## src/byx_alu.sv

```systemverilog
// package of shared constants and the byte alu used by the executer
package byx_pkg;
  localparam logic [4:0]  FILE_INDIRECT  = 5'h00;
  localparam logic [4:0]  FILE_TIMER     = 5'h01;
  localparam logic [4:0]  FILE_PC_LOW    = 5'h02;
  localparam logic [4:0]  FILE_STATUS    = 5'h03;
  localparam logic [4:0]  FILE_PORT_A    = 5'h05;
  localparam logic [4:0]  FILE_PORT_C    = 5'h07;
  localparam int          ST_C_BIT       = 0;
  localparam int          ST_DC_BIT      = 1;
  localparam int          ST_Z_BIT       = 2;
  localparam int          ST_PAGE_LO     = 5;
  localparam int          ST_PAGE_HI     = 6;
  localparam int          PC_FORCED_BIT  = 8;
  localparam int          INSTR_DEST_BIT = 5;
  localparam logic [5:0]  OP_ADD         = 6'h07;
  localparam logic [5:0]  OP_AND         = 6'h05;
  localparam logic [6:0]  OP_MOVWF       = 7'h01;
  localparam logic [8:0]  OP_DIR_LOAD    = 9'h000;
  localparam logic [2:0]  OP_BRANCH      = 3'h5;
  localparam logic [7:0]  STATUS_RST     = 8'h00;
  localparam logic [7:0]  DIR_RST        = 8'hff;
  localparam logic [7:0]  LATCH_RST      = 8'h00;
  localparam logic [10:0] PC_RST         = 11'h7ff;
  localparam logic [7:0]  PRESC_MAX      = 8'hff;
  localparam logic [7:0]  AXI_CTRL       = 8'h00;
  localparam logic [7:0]  AXI_ACC        = 8'h04;
  localparam logic [7:0]  AXI_STATUS     = 8'h08;
  localparam logic [7:0]  AXI_PC         = 8'h0c;
  localparam logic [7:0]  AXI_TIMER      = 8'h10;
  localparam logic [7:0]  AXI_DIR        = 8'h14;
  localparam logic [7:0]  AXI_LATCH      = 8'h18;
  localparam int          CTRL_PRESC_BIT = 0;
  localparam logic [1:0]  RESP_OKAY      = 2'h0;
  localparam logic [1:0]  RESP_SLVERR    = 2'h2;
  typedef enum logic [1:0] {
    BYX_EXEC  = 2'b01,
    BYX_FLUSH = 2'b10
  } byx_state_t;
endpackage : byx_pkg

`timescale 1ns/1ps
`default_nettype none

module byx_alu (
  input  wire logic       do_and,
  input  wire logic [7:0] acc,
  input  wire logic [7:0] fval,
  output logic      [7:0] result,
  output logic            carry,
  output logic            digit_carry,
  output logic            zero
);
  wire logic [8:0] sum_full = {1'b0, acc} + {1'b0, fval};
  wire logic [4:0] sum_low  = {1'b0, acc[3:0]} + {1'b0, fval[3:0]};

  assign result      = do_and ? (acc & fval) : sum_full[7:0];
  assign carry       = sum_full[8];
  assign digit_carry = sum_low[4];
  assign zero        = (result == 8'h00);
endmodule : byx_alu

`default_nettype wire

```

## src/byx_core.sv

```systemverilog
// byte-operation executer with port latches, timer and an axi4-lite view
// Summary of operation
// - pc writes except branch clear pc bit
// - port read-modify-write uses pin levels
// - direction load 5/6/7 copies accumulator
// - direction bit one tristates the pin
// - timer write clears assigned prescaler
// - add sums, updates carry, digit carry, zero
// - and updates only zero flag
// - destination zero accumulator, one file
// - five-bit field addresses registers 0..31
// - instruction bit five is destination select
// - branch takes page bits from status
//
// Implementation choices: the register offsets and the AXI4-Lite register port.
`timescale 1ns/1ps
`default_nettype none

module byx_core #(
  parameter int PORT_W = 8,
  parameter int ADDR_W = 8
) (
  input  wire logic              aclk,
  input  wire logic              aresetn,
  input  wire logic [11:0]       instr_word,
  input  wire logic              instr_valid,
  output logic                   instr_ready,
  output logic      [10:0]       pc_out,
  input  wire logic [PORT_W-1:0] port_a_in,
  output logic      [PORT_W-1:0] port_a_out,
  output logic      [PORT_W-1:0] port_a_oe_n,
  input  wire logic [PORT_W-1:0] port_b_in,
  output logic      [PORT_W-1:0] port_b_out,
  output logic      [PORT_W-1:0] port_b_oe_n,
  input  wire logic [PORT_W-1:0] port_c_in,
  output logic      [PORT_W-1:0] port_c_out,
  output logic      [PORT_W-1:0] port_c_oe_n,
  output logic                   presc_clear,
  input  wire logic [ADDR_W-1:0] awaddr,
  input  wire logic [2:0]        awprot,
  input  wire logic              awvalid,
  output logic                   awready,
  input  wire logic [31:0]       wdata,
  input  wire logic [3:0]        wstrb,
  input  wire logic              wvalid,
  output logic                   wready,
  output logic      [1:0]        bresp,
  output logic                   bvalid,
  input  wire logic              bready,
  input  wire logic [ADDR_W-1:0] araddr,
  input  wire logic [2:0]        arprot,
  input  wire logic              arvalid,
  output logic                   arready,
  output logic      [31:0]       rdata,
  output logic      [1:0]        rresp,
  output logic                   rvalid,
  input  wire logic              rready
);
  ////////////////////////////////////////////////////////////////////////////
  // state
  byx_pkg::byx_state_t state_reg;
  byx_pkg::byx_state_t state_next;
  logic [10:0]       pc_reg;
  logic [7:0]        acc_reg;
  logic [7:0]        status_reg;
  logic [7:0]        timer_counter_reg;
  logic [7:0]        presc_reg;
  logic              presc_assign_reg;
  logic              presc_clear_reg;
  logic [7:0]        ram_reg [0:31];
  logic [PORT_W-1:0] latch_reg [0:2];
  logic [PORT_W-1:0] dir_reg [0:2];
  logic [PORT_W-1:0] pins [0:2];

  assign pins[0] = port_a_in;
  assign pins[1] = port_b_in;
  assign pins[2] = port_c_in;

  ////////////////////////////////////////////////////////////////////////////
  // decode
  wire logic       exec       = instr_valid && (state_reg == byx_pkg::BYX_EXEC);
  wire logic [4:0] f_addr     = instr_word[4:0];
  wire logic       dest_file  = instr_word[byx_pkg::INSTR_DEST_BIT];
  wire logic       is_add     = instr_word[11:6] == byx_pkg::OP_ADD;
  wire logic       is_and     = instr_word[11:6] == byx_pkg::OP_AND;
  wire logic       is_movwf   = instr_word[11:5] == byx_pkg::OP_MOVWF;
  wire logic       is_branch  = instr_word[11:9] == byx_pkg::OP_BRANCH;
  wire logic       is_dir     = (instr_word[11:3] == byx_pkg::OP_DIR_LOAD)
                                && (instr_word[2:0] >= byx_pkg::FILE_PORT_A[2:0]);
  wire logic       is_byte_op = is_add || is_and;
  wire logic       is_port    = (f_addr >= byx_pkg::FILE_PORT_A) && (f_addr <= byx_pkg::FILE_PORT_C);
  wire logic [1:0] port_idx   = 2'(f_addr - byx_pkg::FILE_PORT_A);
  wire logic [1:0] dir_idx    = 2'(instr_word[2:0] - byx_pkg::FILE_PORT_A[2:0]);

  // port operands come from the pins so input bits never echo the latch
  wire logic [7:0] port_val   = 8'(pins[port_idx]);
  wire logic [7:0] file_val   = (f_addr == byx_pkg::FILE_INDIRECT) ? 8'h00 :
                                (f_addr == byx_pkg::FILE_TIMER)    ? timer_counter_reg :
                                (f_addr == byx_pkg::FILE_PC_LOW)   ? pc_reg[7:0] :
                                (f_addr == byx_pkg::FILE_STATUS)   ? status_reg :
                                is_port                            ? port_val : ram_reg[f_addr];

  logic [7:0] alu_res;
  logic       alu_c;
  logic       alu_dc;
  logic       alu_z;

  byx_alu u_alu (
    .do_and      (is_and),
    .acc         (acc_reg),
    .fval        (file_val),
    .result      (alu_res),
    .carry       (alu_c),
    .digit_carry (alu_dc),
    .zero        (alu_z)
  );

  wire logic       wr_file    = exec && ((is_byte_op && dest_file) || is_movwf);
  wire logic       wr_acc     = exec && is_byte_op && !dest_file;
  wire logic [7:0] wr_val     = is_movwf ? acc_reg : alu_res;
  wire logic       wr_timer   = wr_file && (f_addr == byx_pkg::FILE_TIMER);
  wire logic       wr_pcl     = wr_file && (f_addr == byx_pkg::FILE_PC_LOW);
  wire logic       wr_status  = wr_file && (f_addr == byx_pkg::FILE_STATUS);
  wire logic       do_branch  = exec && is_branch;
  wire logic [1:0] page_bits  = status_reg[byx_pkg::ST_PAGE_HI:byx_pkg::ST_PAGE_LO];

  ////////////////////////////////////////////////////////////////////////////
  // next values
  logic [10:0] pc_next;
  logic [7:0]  status_next;

  always_comb begin
    pc_next = pc_reg;
    if (do_branch) begin
      pc_next = {page_bits, instr_word[8:0]};
    end else if (wr_pcl) begin
      pc_next = {page_bits, 1'b0, wr_val};
    end else if (exec) begin
      pc_next = pc_reg + 11'h001;
    end
  end

  always_comb begin
    status_next = wr_status ? wr_val : status_reg;
    if (exec && is_add) begin
      status_next[byx_pkg::ST_C_BIT]  = alu_c;
      status_next[byx_pkg::ST_DC_BIT] = alu_dc;
      status_next[byx_pkg::ST_Z_BIT]  = alu_z;
    end else if (exec && is_and) begin
      status_next[byx_pkg::ST_Z_BIT]  = alu_z;
    end
  end

  // a pc change discards the word already fetched, so it costs a cycle
  always_comb begin
    state_next = state_reg;
    unique case (state_reg)
      byx_pkg::BYX_EXEC: begin
        if (do_branch || wr_pcl) begin
          state_next = byx_pkg::BYX_FLUSH;
        end
      end
      byx_pkg::BYX_FLUSH: begin
        if (instr_valid) begin
          state_next = byx_pkg::BYX_EXEC;
        end
      end
      default: begin
        state_next = byx_pkg::BYX_EXEC;
      end
    endcase
  end

  // add and and finish in this one cycle, nothing stalls them
  assign instr_ready = (state_reg == byx_pkg::BYX_EXEC) || (state_reg == byx_pkg::BYX_FLUSH);
  assign pc_out      = pc_reg;

  ////////////////////////////////////////////////////////////////////////////
  // core registers
  always_ff @(posedge aclk) begin
    if (!aresetn) begin
      state_reg  <= byx_pkg::BYX_EXEC;
      pc_reg     <= byx_pkg::PC_RST;
      acc_reg    <= 8'h00;
      status_reg <= byx_pkg::STATUS_RST;
    end else begin
      state_reg  <= state_next;
      pc_reg     <= pc_next;
      status_reg <= status_next;
      if (wr_acc) begin
        acc_reg <= alu_res;
      end
    end
  end

  // general file registers carry no reset, like plain ram
  always_ff @(posedge aclk) begin
    if (wr_file && (f_addr > byx_pkg::FILE_PORT_C || f_addr == 5'h04)) begin
      ram_reg[f_addr] <= wr_val;
    end
  end

  ////////////////////////////////////////////////////////////////////////////
  // timer and prescaler
  wire logic presc_wrap = presc_reg == byx_pkg::PRESC_MAX;
  wire logic timer_tick = presc_assign_reg ? presc_wrap : 1'b1;
  wire logic presc_clr  = wr_timer && presc_assign_reg;

  always_ff @(posedge aclk) begin
    if (!aresetn) begin
      timer_counter_reg <= 8'h00;
      presc_reg         <= 8'h00;
      presc_clear_reg   <= 1'b0;
    end else begin
      presc_clear_reg <= presc_clr;
      if (presc_clr || !presc_assign_reg) begin
        presc_reg <= 8'h00;
      end else begin
        presc_reg <= presc_reg + 8'h01;
      end
      if (wr_timer) begin
        timer_counter_reg <= wr_val;
      end else if (timer_tick) begin
        timer_counter_reg <= timer_counter_reg + 8'h01;
      end
    end
  end
  assign presc_clear = presc_clear_reg;

  ////////////////////////////////////////////////////////////////////////////
  // port latches and direction latches
  for (genvar p = 0; p < 3; p++) begin : g_port
    always_ff @(posedge aclk) begin
      if (!aresetn) begin
        latch_reg[p] <= PORT_W'(byx_pkg::LATCH_RST);
        dir_reg[p]   <= PORT_W'(byx_pkg::DIR_RST);
      end else begin
        if (wr_file && is_port && port_idx == 2'(p)) begin
          latch_reg[p] <= PORT_W'(wr_val);
        end
        if (exec && is_dir && dir_idx == 2'(p)) begin
          dir_reg[p] <= PORT_W'(acc_reg);
        end
      end
    end
  end

  // a set direction bit lifts the output enable, leaving the pin floating
  assign port_a_out  = latch_reg[0];
  assign port_b_out  = latch_reg[1];
  assign port_c_out  = latch_reg[2];
  assign port_a_oe_n = dir_reg[0];
  assign port_b_oe_n = dir_reg[1];
  assign port_c_oe_n = dir_reg[2];

  ////////////////////////////////////////////////////////////////////////////
  // axi4-lite slave
  logic              aw_full_reg;
  logic              w_full_reg;
  logic [ADDR_W-1:0] aw_addr_reg;
  logic [31:0]       w_data_reg;
  logic [3:0]        w_strb_reg;
  logic              bvalid_reg;
  logic [1:0]        bresp_reg;
  logic              rvalid_reg;
  logic [31:0]       rdata_reg;
  logic [1:0]        rresp_reg;

  assign awready = !aw_full_reg && !bvalid_reg;
  assign wready  = !w_full_reg && !bvalid_reg;
  assign arready = !rvalid_reg;
  assign bvalid  = bvalid_reg;
  assign bresp   = bresp_reg;
  assign rvalid  = rvalid_reg;
  assign rdata   = rdata_reg;
  assign rresp   = rresp_reg;

  wire logic       aw_take   = awvalid && awready;
  wire logic       w_take    = wvalid && wready;
  wire logic       wr_fire   = aw_full_reg && w_full_reg && !bvalid_reg;
  wire logic [7:0] wr_off    = 8'(aw_addr_reg);
  wire logic       wr_ctrl   = wr_off == byx_pkg::AXI_CTRL;
  wire logic       wr_known  = wr_ctrl || wr_off == byx_pkg::AXI_ACC || wr_off == byx_pkg::AXI_STATUS ||
                               wr_off == byx_pkg::AXI_PC || wr_off == byx_pkg::AXI_TIMER ||
                               wr_off == byx_pkg::AXI_DIR || wr_off == byx_pkg::AXI_LATCH;
  wire logic [7:0] rd_off    = 8'(araddr);
  wire logic [31:0] rd_mux   =
    (rd_off == byx_pkg::AXI_CTRL)   ? {31'h0, presc_assign_reg} :
    (rd_off == byx_pkg::AXI_ACC)    ? {24'h0, acc_reg} :
    (rd_off == byx_pkg::AXI_STATUS) ? {24'h0, status_reg} :
    (rd_off == byx_pkg::AXI_PC)     ? {21'h0, pc_reg} :
    (rd_off == byx_pkg::AXI_TIMER)  ? {16'h0, presc_reg, timer_counter_reg} :
    (rd_off == byx_pkg::AXI_DIR)    ? {8'h0, 8'(dir_reg[2]), 8'(dir_reg[1]), 8'(dir_reg[0])} :
    (rd_off == byx_pkg::AXI_LATCH)  ? {8'h0, 8'(latch_reg[2]), 8'(latch_reg[1]), 8'(latch_reg[0])} :
                                      32'h0;
  wire logic       rd_known  = rd_off <= byx_pkg::AXI_LATCH && rd_off[1:0] == 2'h0;

  always_ff @(posedge aclk) begin
    if (!aresetn) begin
      aw_full_reg      <= 1'b0;
      w_full_reg       <= 1'b0;
      aw_addr_reg      <= '0;
      w_data_reg       <= 32'h0;
      w_strb_reg       <= 4'h0;
      bvalid_reg       <= 1'b0;
      bresp_reg        <= byx_pkg::RESP_OKAY;
      presc_assign_reg <= 1'b0;
    end else begin
      if (aw_take) begin
        aw_full_reg <= 1'b1;
        aw_addr_reg <= awaddr;
      end
      if (w_take) begin
        w_full_reg <= 1'b1;
        w_data_reg <= wdata;
        w_strb_reg <= wstrb;
      end
      if (wr_fire) begin
        aw_full_reg <= 1'b0;
        w_full_reg  <= 1'b0;
        bvalid_reg  <= 1'b1;
        bresp_reg   <= wr_known ? byx_pkg::RESP_OKAY : byx_pkg::RESP_SLVERR;
        if (wr_ctrl && w_strb_reg[0]) begin
          presc_assign_reg <= w_data_reg[byx_pkg::CTRL_PRESC_BIT];
        end
      end else if (bvalid_reg && bready) begin
        bvalid_reg <= 1'b0;
      end
    end
  end

  always_ff @(posedge aclk) begin
    if (!aresetn) begin
      rvalid_reg <= 1'b0;
      rdata_reg  <= 32'h0;
      rresp_reg  <= byx_pkg::RESP_OKAY;
    end else if (arvalid && arready) begin
      rvalid_reg <= 1'b1;
      rdata_reg  <= rd_mux;
      rresp_reg  <= rd_known ? byx_pkg::RESP_OKAY : byx_pkg::RESP_SLVERR;
    end else if (rvalid_reg && rready) begin
      rvalid_reg <= 1'b0;
    end
  end
endmodule : byx_core

`default_nettype wire

```

## config.mk

```make
export PLATFORM = sky130hd
export DESIGN_NAME = byx_core
export DESIGN_NICKNAME = d
export VERILOG_FILES = /design/src/byx_alu.sv /design/src/byx_core.sv
export SDC_FILE = /design/constraint.sdc
export NUM_CORES = 1
export LEC_CHECK = 0
export ABC_AREA = 1
export BUFFER_PORTS_ARGS = -buffer_cell sky130_fd_sc_hd__buf_2
export CAP_MARGIN = 20
export CORE_MARGIN = 2
export CORE_UTILIZATION = 30
export CTS_CLUSTER_DIAMETER = 50
export DETAILED_ROUTE_END_ITERATION = 16
export PLACE_DENSITY = 0.44
export SLEW_MARGIN = 20
export SYNTH_ARGS = -nofsm -noshare
export SYNTH_HDL_FRONTEND = slang
export SYNTH_SLANG_ARGS = --single-unit
export TNS_END_PERCENT = 10
```

## constraint.sdc

```tcl
create_clock -name aclk -period 11.19 [get_ports aclk]
set_input_delay 2.238 -clock aclk [delete_from_list [all_inputs] [get_ports aclk]]
set_output_delay 2.238 -clock aclk [all_outputs]
set_load 0.02 [all_outputs]
```

==> metrics.txt, run 1 <==
# TYPE chip_impl_metric gauge
chip_impl_info{name="start_kind",value="primary input"} 1
chip_impl_metric{name="start_util",unit="%"} 30.2
chip_impl_metric{name="overflow",unit=""} 0
chip_impl_info{name="crit_path_end_kind",value="flip-flop"} 1
chip_impl_metric{name="dr.pass1.iters",unit=""} 5
chip_impl_metric{name="number_of_global_route_vias_before_repair",unit=""} 13800
chip_impl_info{name="slowest_stage",value="sky130_fd_sc_hd__inv_1"} 1
chip_impl_metric{name="route.detailed.wl_per_inst",unit="µm"} 19.8
chip_impl_info{name="netlist_top_cells_area",value="sky130_fd_sc_hd__edfxtp_1, sky130_fd_sc_hd__nand2_1, sky130_fd_sc_hd__dfxtp_1, sky130_fd_sc_hd__nand3_1, sky130_fd_sc_hd__inv_1"} 1
chip_impl_metric{name="yosysUniqueCellTypes",unit=""} 51
chip_impl_metric{name="global_route.usage.met1",unit="%"} 25.5
chip_impl_metric{name="p_int",unit="W"} 0.00271
chip_impl_metric{name="antenna_cells",unit=""} 0
chip_impl_metric{name="place_area",unit="µm²"} 19800
chip_impl_info{name="global_route.peak_usage_layer",value="met2"} 1
chip_impl_metric{name="netlist.area_leader.share",unit="%"} 50.2
chip_impl_info{name="run_status",value="complete, no violations"} 1
chip_impl_metric{name="netlist_instances",unit=""} 1972
chip_impl_metric{name="share_seq_of_total_power",unit="%"} 44.9
chip_impl_metric{name="ctsHtreeMaxLevel",unit=""} 2
chip_impl_metric{name="largest_register_ff_count",unit=""} 256
chip_impl_metric{name="timing.final.crit_share",unit="%"} 66.6
chip_impl_metric{name="period_needed",unit="ns"} 7.45
chip_impl_metric{name="ir_drop",unit="mV"} 0.109
chip_impl_info{name="synth_area_leader",value="sky130_fd_sc_hd__edfxtp_1"} 1
chip_impl_metric{name="drt_drc_violations_left",unit=""} 0
chip_impl_metric{name="chipWidth",unit="µm"} 250
chip_impl_metric{name="cts_made_buffers",unit=""} 51
chip_impl_metric{name="clkSlewWorstSetupHoldPaths",unit="ns"} 0.06
chip_impl_metric{name="routed_wirelength",unit="µm"} 58700
chip_impl_info{name="rsz_0062_raised_after_global_routing",value="false"} 1
chip_impl_metric{name="clock_tree.buffer_depth",unit=""} 3
chip_impl_metric{name="synth_area_per_cell",unit="µm²"} 9.22
chip_impl_metric{name="timing.final.max_slew_violations",unit=""} 0
chip_impl_metric{name="place.gp.congestion",unit=""} 0.882
chip_impl_metric{name="core_area",unit="µm²"} 60100
chip_impl_metric{name="io_buffers",unit=""} 153
chip_impl_metric{name="leakagePower",unit="nW"} 8.58
chip_impl_metric{name="design.die.area",unit="µm²"} 62600
chip_impl_metric{name="powerDensity",unit="nW/µm²"} 172
chip_impl_metric{name="dp_hpwl",unit="µm"} 39300
chip_impl_metric{name="clock_share_of_power",unit="%"} 44.4
chip_impl_info{name="critPathKind",value="in2reg"} 1
chip_impl_metric{name="timing_hold_violations_final",unit=""} 0
chip_impl_metric{name="p_sw",unit="W"} 0.000993
chip_impl_metric{name="layout-drive-gt1-share",unit="%"} 13.8
chip_impl_metric{name="timing.slew.headroom",unit="%"} 22.1
chip_impl_metric{name="ctsResizeCount",unit=""} 0
chip_impl_metric{name="initial_antenna_violation_count",unit=""} 1
chip_impl_metric{name="hold_buffers",unit=""} 0
chip_impl_metric{name="global_route.usage.total",unit="%"} 18.5
chip_impl_metric{name="timing.max_cap.violations",unit=""} 0
chip_impl_metric{name="max_clock_freq",unit="MHz"} 134
chip_impl_metric{name="setup_total_negative_slack",unit="ns"} 0
chip_impl_metric{name="comb_power_share",unit="%"} 10.7
chip_impl_metric{name="worst-r2r-setup-slack",unit="ns"} 6.34
chip_impl_metric{name="detailedRoute.firstIterationViolations",unit=""} 1140
chip_impl_metric{name="post_cts_buffers",unit=""} 0
chip_impl_info{name="worstHoldPathType",value="reg2reg"} 1
chip_impl_metric{name="yosysSeqAreaShare",unit="%"} 59.8
chip_impl_metric{name="power.share.switching",unit="%"} 26.8
chip_impl_metric{name="clkLatencyLatePin",unit="ns"} 0.60
chip_impl_metric{name="detail_route_antenna_nets",unit=""} 0
chip_impl_metric{name="maximum_number_of_pins_on_one_net_before_global_route_repair",unit=""} 106
chip_impl_metric{name="clock_sinks",unit=""} 391
chip_impl_metric{name="worst_pin_slew",unit="ns"} 1.17
chip_impl_metric{name="worstPathArrival",unit="ns"} 7.86
chip_impl_info{name="root_buffer",value="sky130_fd_sc_hd__clkbuf_16"} 1
chip_impl_metric{name="timing.final.ws_setup",unit="ns"} 3.74
chip_impl_metric{name="ys_ff_latch",unit=""} 391
chip_impl_metric{name="avgViaCountPerCell",unit=""} 4.84
chip_impl_metric{name="yosys_warnings",unit=""} 0
chip_impl_metric{name="post-place-ws",unit="ns"} 3.13
chip_impl_metric{name="grt_pass1_wl",unit="µm"} 87100
chip_impl_metric{name="grtUsageMet3",unit="%"} 3.49
chip_impl_metric{name="num_ports",unit=""} 204
chip_impl_metric{name="num-nets-final",unit=""} 2267
chip_impl_metric{name="mappedNetlistArea",unit="µm²"} 18200
chip_impl_info{name="cts_tree",value="done"} 1
chip_impl_metric{name="cp_data_required_time",unit="ns"} 11.60
chip_impl_metric{name="critical_path.max_stage_delay",unit="ns"} 0.59
chip_impl_metric{name="postLayoutCellArea",unit="µm²"} 21500
chip_impl_metric{name="area_growth_syn_to_layout",unit="%"} 18.2
chip_impl_metric{name="fin_worst_skew",unit="ns"} 0.0295
chip_impl_metric{name="row_count",unit=""} 90
chip_impl_info{name="critical_path.cell_chain",value="buf_2, inv_1, buf_4, ha_1, nor2_2, a21oi_1, o21ai_0, inv_1, o21ai_1, nand2_1, a21oi_1, ha_1, inv_1, fa_1, inv_1, nand3_1, nand2_1, nand2_1, nand3_1, o21ai_0, nand2_1, nand2_1, inv_1, buf_4"} 1
chip_impl_metric{name="critical_path_peak_fanout",unit=""} 28
chip_impl_metric{name="total_of_endpoints_with_negative_setup_slack_in_the_final_report",unit=""} 0
chip_impl_metric{name="dieHeight",unit="µm"} 250
chip_impl_metric{name="dr_total_vias",unit=""} 14400
chip_impl_metric{name="global_route.usage.met2",unit="%"} 29.2
logic make-up (layout without fill, tap and decap cells):
logic type                 Yosys count  after routing  share of synthesized area (%)
AOI/OAI and AO/OA                  281            281                           8.73
adders and majority gates           18             18                           1.28
buffers and inverters              275            451                           6.50
other                                1             42                         0.0206
xor gates and xnor gates            15             15                          0.722
and+or+nand+nor                    991            991                           23.0
DFF                                391            391                           59.8
layout by cell type (no fill, tap or decap), types with 52 or more instances in the layout:
cell / instances
sky130_fd_sc_hd__inv_1: 172
sky130_fd_sc_hd__nand2_1: 593
sky130_fd_sc_hd__o21ai_0: 99
sky130_fd_sc_hd__buf_2: 153
sky130_fd_sc_hd__nand3_1: 208
sky130_fd_sc_hd__dfxtp_1: 87
sky130_fd_sc_hd__a21oi_1: 112
sky130_fd_sc_hd__nor2_1: 134
sky130_fd_sc_hd__clkbuf_16: 52
sky130_fd_sc_hd__edfxtp_1: 304
cell type report:
| class | instances | area (µm²) |
|---|---|---|
| clock buffer | 61 | 1370 |
| clock inverter | 34 | 357 |
| fill | 6228 | 38600 |
| inverter | 183 | 689 |
| multi-input combinational | 1347 | 6300 |
| sequential | 391 | 10900 |
| tap | 782 | 978 |
| timing repair buffer | 173 | 928 |
layer usage:
| layer | share of wire, % | up-vias | wire length [µm] |
|---|---|---|---|
| li1 | - | 6957 | - |
| met1 | 46 | 6915 | 26800 |
| met2 | 45 | 413 | 26600 |
| met3 | 6.0 | 100 | 3530 |
| met4 | 2.9 | 2 | 1690 |
| met5 | 0.022 | - | 13 |
metrics by stage:
| step | utilization (%) | cells | hold WS (ns) | total power (W) |
|---|---|---|---|---|
| finish | 35.7 | 2971 | 0.463 | 0.00370 |
| global route | 35.7 | 2971 | 0.474 | 0.00384 |
| CTS | 35.7 | 2971 | 0.463 | 0.00374 |
| detailed placement | 32.9 | 2876 | 0.454 | 0.00209 |
| global placement | 32.9 | 2875 | 0.444 | 0.00209 |
| floorplan | - | 2013 | 0.430 | 0.00192 |
power groups by stage:
stage | clock, W | combinational (W) | sequential [W]
floorplan | 0 | 0.000219 | 0.00170
global placement | 0 | 0.000394 | 0.00169
detailed placement | 0 | 0.000399 | 0.00169
CTS | 0.00168 | 0.000401 | 0.00166
global route | 0.00174 | 0.000437 | 0.00167
finish | 0.00164 | 0.000398 | 0.00166
critical path: cells and delay by family:
family,cells,cell delay [ns]
compound gates,5,0.82
simple gates,8,1.44
fa+ha+maj,3,1.21
buf+inv,8,2.11
Yosys cell counts, drive strengths merged:
library cell and number:
o21ai 120, clkbuf 30, o211ai 18, o221ai 2, dfxtp 87, nor4 1, o21bai 1, o21a 4
xor2 13, a32o 8, edfxtp 304, a21oi 113, a21boi 1, nand4 13, nand3b 5, nand3 215
conb 1, o22ai 4, nor3b 1, o31ai 1, nor2 140, ha 17, fa 1, clkinv 2
xnor2 2, a31oi 6, or2 4, nor3 12, o311ai 1, inv 181, buf 62, nand2 600
a41oi 2
path summary, 6_finish.rpt:
kind,start,to,depth (start not counted)
worst max-delay path,instr_word[1],ram_reg[18][4]$_DFFE_PP_,24
worst min-delay path,rdata[15]$_SDFFE_PN0P_,rdata[15]$_SDFFE_PN0P_,2
worst max register to register,ram_reg[9][0]$_DFFE_PP_,ram_reg[18][4]$_DFFE_PP_,21
worst min register to register,rdata[15]$_SDFFE_PN0P_,rdata[15]$_SDFFE_PN0P_,2
(Power assumes the default switching activity.)
==> run 2, diff against run 1 <==
ABC_AREA = 0   (was 1)
PLACE_DENSITY = 0.46   (was 0.44)
clock period = 6.28 ns   (was 11.19 ns; I/O delays follow)
==> run 2 against run 1 <==
Design area decreased by 1.5%. Utilization up 1.0 points. Clock skew increased by 0.0036 ns. Critical path depth fell by 6. Global-route usage is 1.6 points lower. Combinational power is 74% higher.
==> metrics.txt, run 2 <==
# TYPE chip_impl_metric gauge
chip_impl_metric{name="dr.pass1.iters",unit=""} 5
chip_impl_metric{name="num-nets-final",unit=""} 1678
chip_impl_metric{name="number_of_filler_instances_in_the_final_layout",unit=""} 5572
chip_impl_metric{name="yosys_warnings",unit=""} 0
chip_impl_metric{name="setup_total_negative_slack",unit="ns"} 0
chip_impl_metric{name="cts_made_buffers",unit=""} 49
chip_impl_metric{name="worst_pin_slew",unit="ns"} 0.913
chip_impl_metric{name="post_cts_buffers",unit=""} 0
chip_impl_metric{name="fin_worst_skew",unit="ns"} 0.0331
chip_impl_metric{name="drt_drc_violations_left",unit=""} 0
chip_impl_metric{name="asyncSetResetFlopFracSynth",unit="%"} 0
chip_impl_metric{name="netlist_instances",unit=""} 1340
chip_impl_metric{name="design.die.area",unit="µm²"} 60100
chip_impl_info{name="min_delay_worst_endpoint",value="aw_addr_reg[5]$_SDFFE_PN0P_"} 1
chip_impl_metric{name="r2r_cells",unit=""} 14
chip_impl_metric{name="netlist.area_leader.share",unit="%"} 52.3
chip_impl_metric{name="worstPathArrival",unit="ns"} 5.97
chip_impl_metric{name="timing.final.ws_setup",unit="ns"} 0.742
chip_impl_metric{name="ctsHtreeMaxLevel",unit=""} 2
chip_impl_metric{name="ir_drop",unit="mV"} 0.242
chip_impl_metric{name="largest_register_ff_count",unit=""} 256
chip_impl_metric{name="clock_sinks",unit=""} 391
chip_impl_metric{name="antenna_cells",unit=""} 0
chip_impl_metric{name="start_util",unit="%"} 30.3
chip_impl_info{name="final_cell_mix",value="sky130_fd_sc_hd__edfxtp_1, sky130_fd_sc_hd__buf_2, sky130_fd_sc_hd__nor2_1"} 1
chip_impl_metric{name="dr_total_vias",unit=""} 12000
chip_impl_metric{name="holdWs",unit="ns"} 0.451
chip_impl_metric{name="route.detailed.wl_per_inst",unit="µm"} 21.8
chip_impl_info{name="hold_path.startpoint",value="aw_addr_reg[5]$_SDFFE_PN0P_"} 1
chip_impl_metric{name="detailedRoute.firstIterationViolations",unit=""} 1037
chip_impl_info{name="dominantRegCellSynth",value="sky130_fd_sc_hd__edfxtp_1"} 1
chip_impl_metric{name="worst-r2r-setup-slack",unit="ns"} 1.64
chip_impl_metric{name="postLayoutCellArea",unit="µm²"} 21200
chip_impl_metric{name="hold_buffers",unit=""} 0
chip_impl_info{name="start_kind",value="primary input"} 1
chip_impl_metric{name="grt_pass1_wl",unit="µm"} 75700
chip_impl_metric{name="powerDensity",unit="nW/µm²"} 310
chip_impl_info{name="rsz_0062_raised_after_global_routing",value="false"} 1
chip_impl_metric{name="io_buffers",unit=""} 153
chip_impl_metric{name="timing.final.crit_share",unit="%"} 88.2
chip_impl_metric{name="core_area",unit="µm²"} 57600
chip_impl_metric{name="global_route.usage.total",unit="%"} 16.9
chip_impl_metric{name="clkSlewWorstSetupHoldPaths",unit="ns"} 0.06
chip_impl_metric{name="yosysSeqAreaShare",unit="%"} 62.3
chip_impl_metric{name="critical_path_peak_fanout",unit=""} 32
chip_impl_metric{name="clock_tree.buffer_depth",unit=""} 3
chip_impl_metric{name="timing.slew.headroom",unit="%"} 38.9
chip_impl_info{name="crit_path_end_kind",value="flip-flop"} 1
chip_impl_info{name="synth_area_leader",value="sky130_fd_sc_hd__edfxtp_1"} 1
chip_impl_info{name="root_buffer",value="sky130_fd_sc_hd__clkbuf_16"} 1
chip_impl_metric{name="max_clock_freq",unit="MHz"} 181
chip_impl_metric{name="timing.final.max_slew_violations",unit=""} 0
chip_impl_metric{name="timing.max_cap.violations",unit=""} 0
chip_impl_metric{name="period_needed",unit="ns"} 5.54
chip_impl_metric{name="initial_antenna_violation_count",unit=""} 6
chip_impl_metric{name="clkLatencyLatePin",unit="ns"} 0.61
chip_impl_info{name="worstHoldPathType",value="reg2reg"} 1
chip_impl_metric{name="avgViaCountPerCell",unit=""} 5.06
chip_impl_info{name="layout.cells.most_common",value="sky130_fd_sc_hd__edfxtp_1"} 1
chip_impl_metric{name="place.gp.congestion",unit=""} 0.867
chip_impl_metric{name="dieHeight",unit="µm"} 245
chip_impl_metric{name="post-place-ws",unit="ns"} 0.196
chip_impl_info{name="worstReg2RegEnd",value="ram_reg[24][7]$_DFFE_PP_"} 1
chip_impl_metric{name="synth_area_per_cell",unit="µm²"} 13.0
chip_impl_metric{name="maximum_number_of_pins_on_one_net_before_global_route_repair",unit=""} 54
chip_impl_metric{name="yosysUniqueCellTypes",unit=""} 69
chip_impl_metric{name="detail_route_antenna_nets",unit=""} 0
chip_impl_metric{name="routed_wirelength",unit="µm"} 51500
chip_impl_metric{name="leakagePower",unit="nW"} 7.57
chip_impl_metric{name="ys_ff_latch",unit=""} 391
chip_impl_info{name="run_status",value="complete, no violations"} 1
chip_impl_metric{name="place_area",unit="µm²"} 19400
chip_impl_info{name="synth_most_common_cell",value="sky130_fd_sc_hd__edfxtp_1"} 1
chip_impl_metric{name="dp_hpwl",unit="µm"} 35800
chip_impl_metric{name="holdPathStages",unit=""} 2
chip_impl_metric{name="synth-edff-count",unit=""} 304
chip_impl_info{name="netlist_top_cells_area",value="sky130_fd_sc_hd__edfxtp_1, sky130_fd_sc_hd__dfxtp_1, sky130_fd_sc_hd__mux4_2, sky130_fd_sc_hd__nor2_1, sky130_fd_sc_hd__mux2i_1"} 1
chip_impl_metric{name="area_growth_syn_to_layout",unit="%"} 21.3
chip_impl_metric{name="number_of_global_route_vias_before_repair",unit=""} 11900
chip_impl_metric{name="timing_hold_violations_final",unit=""} 0
chip_impl_info{name="cts_tree",value="done"} 1
chip_impl_info{name="synth.cells.most_frequent",value="sky130_fd_sc_hd__edfxtp_1, sky130_fd_sc_hd__nor2_1, sky130_fd_sc_hd__nand2_1, sky130_fd_sc_hd__dfxtp_1, sky130_fd_sc_hd__a21oi_1"} 1
chip_impl_metric{name="ctsResizeCount",unit=""} 0
chip_impl_metric{name="num_ports",unit=""} 204
chip_impl_metric{name="overflow",unit=""} 0
chip_impl_metric{name="mappedNetlistArea",unit="µm²"} 17400
chip_impl_metric{name="layout-drive-gt1-share",unit="%"} 25.1
chip_impl_metric{name="chipWidth",unit="µm"} 245
chip_impl_info{name="critPathKind",value="in2reg"} 1
chip_impl_metric{name="total_of_endpoints_with_negative_setup_slack_in_the_final_report",unit=""} 0
chip_impl_metric{name="cp_data_required_time",unit="ns"} 6.71
chip_impl_metric{name="row_count",unit=""} 88
chip_impl_info{name="worstReg2RegStart",value="ram_reg[11][4]$_DFFE_PP_"} 1
==> run 2: cell count changes after synthesis, sizes merged, moves of 38 or more <==
cell,delta
inv,-157
a21oi,-38
mux2i,+54
mux4,+61
nand3,-173
o21ai,-83
nand2,-499
==> run 2: through the flow <==
stage	total power, W	util, %	instances
2_1_floorplan	0.00340	-	1381
3_3_place_gp	0.00369	33.8	2270
3_5_place_dp	0.00370	33.8	2270
4_1_cts	0.00664	36.7	2360
5_1_grt	0.00681	36.8	2362
6_report	0.00657	36.8	2362
==> run 2: worst max-delay path, cell delays in order <==
cell and delay, ns:
sky130_fd_sc_hd__buf_4 0.28, sky130_fd_sc_hd__inv_1 0.10, sky130_fd_sc_hd__ha_1 0.56, sky130_fd_sc_hd__buf_4 0.22, sky130_fd_sc_hd__mux2i_1 0.18, sky130_fd_sc_hd__nor2_1 0.05
sky130_fd_sc_hd__a21oi_1 0.34, sky130_fd_sc_hd__o21ai_0 0.14, sky130_fd_sc_hd__a31oi_1 0.38, sky130_fd_sc_hd__o22ai_1 0.17, sky130_fd_sc_hd__ha_1 0.37, sky130_fd_sc_hd__a21o_1 0.19
sky130_fd_sc_hd__a41o_1 0.25, sky130_fd_sc_hd__or3_1 0.32, sky130_fd_sc_hd__a221o_1 0.40, sky130_fd_sc_hd__mux2_4 0.37, sky130_fd_sc_hd__inv_1 0.13, sky130_fd_sc_hd__buf_12 0.18
==> run 2: per-layer routing <==
layer	up-vias	global-route usage, %	routed length, µm
li1	5503	-	-
met5	-	0	27
met1	5913	22.5	22400
met3	105	2.78	3040
met4	4	6.40	1690
met2	428	27.6	24400
==> run 2: how the worst max path moves through the flow <==
stage	startpoint	to	slack, ns	cells past startpoint
after global routing	instr_word[0]	ram_reg[28][7]$_DFFE_PP_	0.63	18
after CTS	instr_word[0]	ram_reg[26][4]$_DFFE_PP_	0.80	17
after detailed placement	instr_word[0]	ram_reg[25][4]$_DFFE_PP_	0.20	17
after floorplan	instr_word[1]	ram_reg[0][7]$_DFFE_PP_	0.25	20
after global placement	instr_word[0]	ram_reg[4][7]$_DFFE_PP_	0.28	16
final	instr_word[0]	ram_reg[24][7]$_DFFE_PP_	0.74	18
==> run 2: cells by family after synthesis <==
family                   after synthesis  synth area share [%]
other                                  1                0.0215
multiplexers                         133                  12.2
AO/OA/AOI/OAI                        245                  9.20
flip-flops                           391                  62.3
adder cells (fa/ha/maj)               18                  1.33
XOR/XNOR                              19                 0.954
AND/OR/NAND/NOR                      421                  11.2
buffers and inverters                112                  2.82
==> run 2: cell type report <==
| type | instances | area (µm²) | area share (%) |
|---|---|---|---|
| repair buffers | 214 | 1310 | 6.19 |
| clock inverters | 31 | 422 | 1.99 |
| multi-input cells | 878 | 6250 | 29.5 |
| well taps | 765 | 957 | 4.52 |
| inverters | 24 | 90.1 | 0.425 |
| flip-flops and latches | 391 | 10900 | 51.3 |
| clock buffers | 59 | 1270 | 6.02 |
==> run 2: where the power goes <==
group | total [W] | internal, W | switching, W
Sequential | 0.00296 | 0.00291 | 0.0000441
Clock | 0.00292 | 0.00176 | 0.00116
Combinational | 0.000693 | 0.000237 | 0.000456
==> run 3, diff against run 2 <==
BUFFER_PORTS_ARGS = -buffer_cell sky130_fd_sc_hd__clkbuf_2   (was -buffer_cell sky130_fd_sc_hd__buf_2)
PLACE_DENSITY = 0.49   (was 0.46)
==> run 3 against run 2 <==
Count of clock-buffer cells in the layout increased by 2. Sequential power barely moved. Cell count down 0.17%. Fmax up 1.7%. Largest power group unchanged. Highest routed layer unchanged.
==> metrics.txt, run 3 (synthesis results as in run 2) <==
# TYPE chip_impl_metric gauge
chip_impl_metric{name="io_buffers",unit=""} 153
chip_impl_info{name="worstHoldPathType",value="reg2reg"} 1
chip_impl_metric{name="dieHeight",unit="µm"} 245
chip_impl_metric{name="post_layout_nonfiller_instances",unit=""} 2358
chip_impl_metric{name="area_growth_syn_to_layout",unit="%"} 21.0
chip_impl_info{name="slowest_stage",value="sky130_fd_sc_hd__ha_1"} 1
chip_impl_metric{name="setup_total_negative_slack",unit="ns"} 0
chip_impl_metric{name="max_clock_freq",unit="MHz"} 184
chip_impl_info{name="cts_tree",value="done"} 1
chip_impl_metric{name="dr_total_vias",unit=""} 11900
chip_impl_metric{name="maximum_number_of_pins_on_one_net_before_global_route_repair",unit=""} 53
chip_impl_metric{name="cts_made_buffers",unit=""} 51
chip_impl_info{name="rsz_0062_raised_after_global_routing",value="false"} 1
chip_impl_info{name="crit_path_end_kind",value="flip-flop"} 1
chip_impl_metric{name="clkLatencyLatePin",unit="ns"} 0.62
chip_impl_metric{name="total_of_endpoints_with_negative_setup_slack_in_the_final_report",unit=""} 0
chip_impl_info{name="critical_path.cell_chain",value="buf_4, inv_1, ha_1, nor2b_1, a21oi_1, o21ai_0, a31oi_1, o22ai_1, ha_1, inv_1, fa_1, nand2b_1, a21oi_1, o21ai_0, a31oi_1, a21o_1, inv_1, buf_4"} 1
chip_impl_metric{name="post_cts_buffers",unit=""} 0
chip_impl_metric{name="dp_hpwl",unit="µm"} 34900
chip_impl_metric{name="num_ports",unit=""} 204
chip_impl_metric{name="cp_data_required_time",unit="ns"} 6.57
chip_impl_metric{name="avgViaCountPerCell",unit=""} 5.06
chip_impl_metric{name="number_of_global_route_vias_before_repair",unit=""} 11700
chip_impl_metric{name="dr.pass1.iters",unit=""} 5
chip_impl_metric{name="start_util",unit="%"} 30.3
chip_impl_metric{name="detail_route_antenna_nets",unit=""} 0
chip_impl_metric{name="ir_drop",unit="mV"} 0.218
chip_impl_metric{name="core_area",unit="µm²"} 57600
chip_impl_info{name="root_buffer",value="sky130_fd_sc_hd__clkbuf_16"} 1
chip_impl_metric{name="timing.final.max_slew_violations",unit=""} 0
chip_impl_metric{name="antenna_cells",unit=""} 0
chip_impl_info{name="critPathMostFrequentCell",value="sky130_fd_sc_hd__inv_1"} 1
chip_impl_metric{name="post-place-cells",unit=""} 2263
chip_impl_metric{name="period_needed",unit="ns"} 5.45
chip_impl_metric{name="critical_path.max_stage_delay",unit="ns"} 0.66
chip_impl_metric{name="chipWidth",unit="µm"} 245
chip_impl_metric{name="clock_tree.buffer_depth",unit=""} 3
chip_impl_metric{name="row_count",unit=""} 88
chip_impl_metric{name="timing.max_cap.violations",unit=""} 0
chip_impl_metric{name="place.gp.congestion",unit=""} 0.853
chip_impl_metric{name="grt_pass1_wl",unit="µm"} 75100
chip_impl_metric{name="number_of_filler_instances_in_the_final_layout",unit=""} 5620
chip_impl_metric{name="critical_path_peak_fanout",unit=""} 32
chip_impl_info{name="critPathKind",value="in2reg"} 1
chip_impl_info{name="run_status",value="complete, no violations"} 1
chip_impl_metric{name="fin_worst_skew",unit="ns"} 0.0335
chip_impl_info{name="layout.cells.most_common",value="sky130_fd_sc_hd__edfxtp_1"} 1
chip_impl_metric{name="detailedRoute.firstIterationViolations",unit=""} 897
chip_impl_metric{name="powerDensity",unit="nW/µm²"} 313
chip_impl_metric{name="hold_buffers",unit=""} 0
chip_impl_metric{name="timing_hold_violations_final",unit=""} 0
chip_impl_metric{name="holdWs",unit="ns"} 0.453
chip_impl_metric{name="worst_pin_slew",unit="ns"} 1.04
chip_impl_metric{name="timing.slew.headroom",unit="%"} 30.8
chip_impl_metric{name="leakagePower",unit="nW"} 7.55
chip_impl_metric{name="worstPathArrival",unit="ns"} 5.74
chip_impl_metric{name="drt_drc_violations_left",unit=""} 0
chip_impl_metric{name="ctsHtreeMaxLevel",unit=""} 2
chip_impl_info{name="final_cell_mix",value="sky130_fd_sc_hd__edfxtp_1, sky130_fd_sc_hd__clkbuf_2, sky130_fd_sc_hd__nor2_1"} 1
chip_impl_metric{name="total_chip_power",unit="W"} 0.00660
chip_impl_metric{name="layout-drive-gt1-share",unit="%"} 24.8
chip_impl_metric{name="design.die.area",unit="µm²"} 60100
chip_impl_metric{name="overflow",unit=""} 0
chip_impl_metric{name="routed_wirelength",unit="µm"} 50600
chip_impl_metric{name="clkSlewWorstSetupHoldPaths",unit="ns"} 0.05
chip_impl_metric{name="global_route.usage.total",unit="%"} 16.7
chip_impl_metric{name="route.detailed.wl_per_inst",unit="µm"} 21.4
chip_impl_info{name="start_kind",value="primary input"} 1
chip_impl_metric{name="largest_register_ff_count",unit=""} 256
chip_impl_metric{name="ctsResizeCount",unit=""} 0
chip_impl_metric{name="timing.final.crit_share",unit="%"} 86.7
chip_impl_metric{name="num-nets-final",unit=""} 1672
chip_impl_metric{name="post-route-util",unit="%"} 36.7
chip_impl_metric{name="initial_antenna_violation_count",unit=""} 4
chip_impl_metric{name="clock_sinks",unit=""} 391
[run 3: metrics by stage]
stage,setup slack [ns],area [µm²]
4_1_cts,0.868,21100
3_5_place_dp,0.227,19400
5_1_grt,0.424,21100
3_3_place_gp,0.265,19400
6_report,0.832,21100
2_1_floorplan,0.251,17600
[run 3: report_power, final]
part	switching [W]	internal [W]	total (W)
clock network	0.00119	0.00178	0.00296
registers	0.0000446	0.00291	0.00296
logic	0.000446	0.000233	0.000679
[run 3: path summary, 6_finish.rpt]
kind / start / to / slack, ns / depth (start not counted)
worst max register to register: ram_reg[2][0]$_DFFE_PP_ / ram_reg[31][7]$_DFFE_PP_ / 1.88 / 14
worst min-delay path: aw_addr_reg[1]$_SDFFE_PN0P_ / aw_addr_reg[1]$_SDFFE_PN0P_ / 0.45 / 2
worst min register to register: aw_addr_reg[1]$_SDFFE_PN0P_ / aw_addr_reg[1]$_SDFFE_PN0P_ / 0.45 / 2
worst max-delay path: instr_word[0] / ram_reg[22][6]$_DFFE_PP_ / 0.83 / 18
[run 3: metal layers]
metal	track usage, %	routed length, µm
met5	0	55
met4	6.83	1800
met3	3.51	3370
met2	26.1	23200
met1	22.5	22200
[run 3: critical path, delay by kind of cell]
family	cells	cell delay, ns
adders and majority gates	3	1.35
AOI/OAI and AO/OA	8	1.66
buffers and inverters	5	0.79
and+or+nand+nor	2	0.62
[run 3: layout make-up]
cell class	instances	area [µm²]	area share, %
multi-input cells	878	6250	29.6
inverters	24	90.1	0.427
well taps	765	957	4.53
clock buffers	61	1320	6.27
flip-flops and latches	391	10900	51.5
clock inverters	33	414	1.96
repair buffers	206	1210	5.71
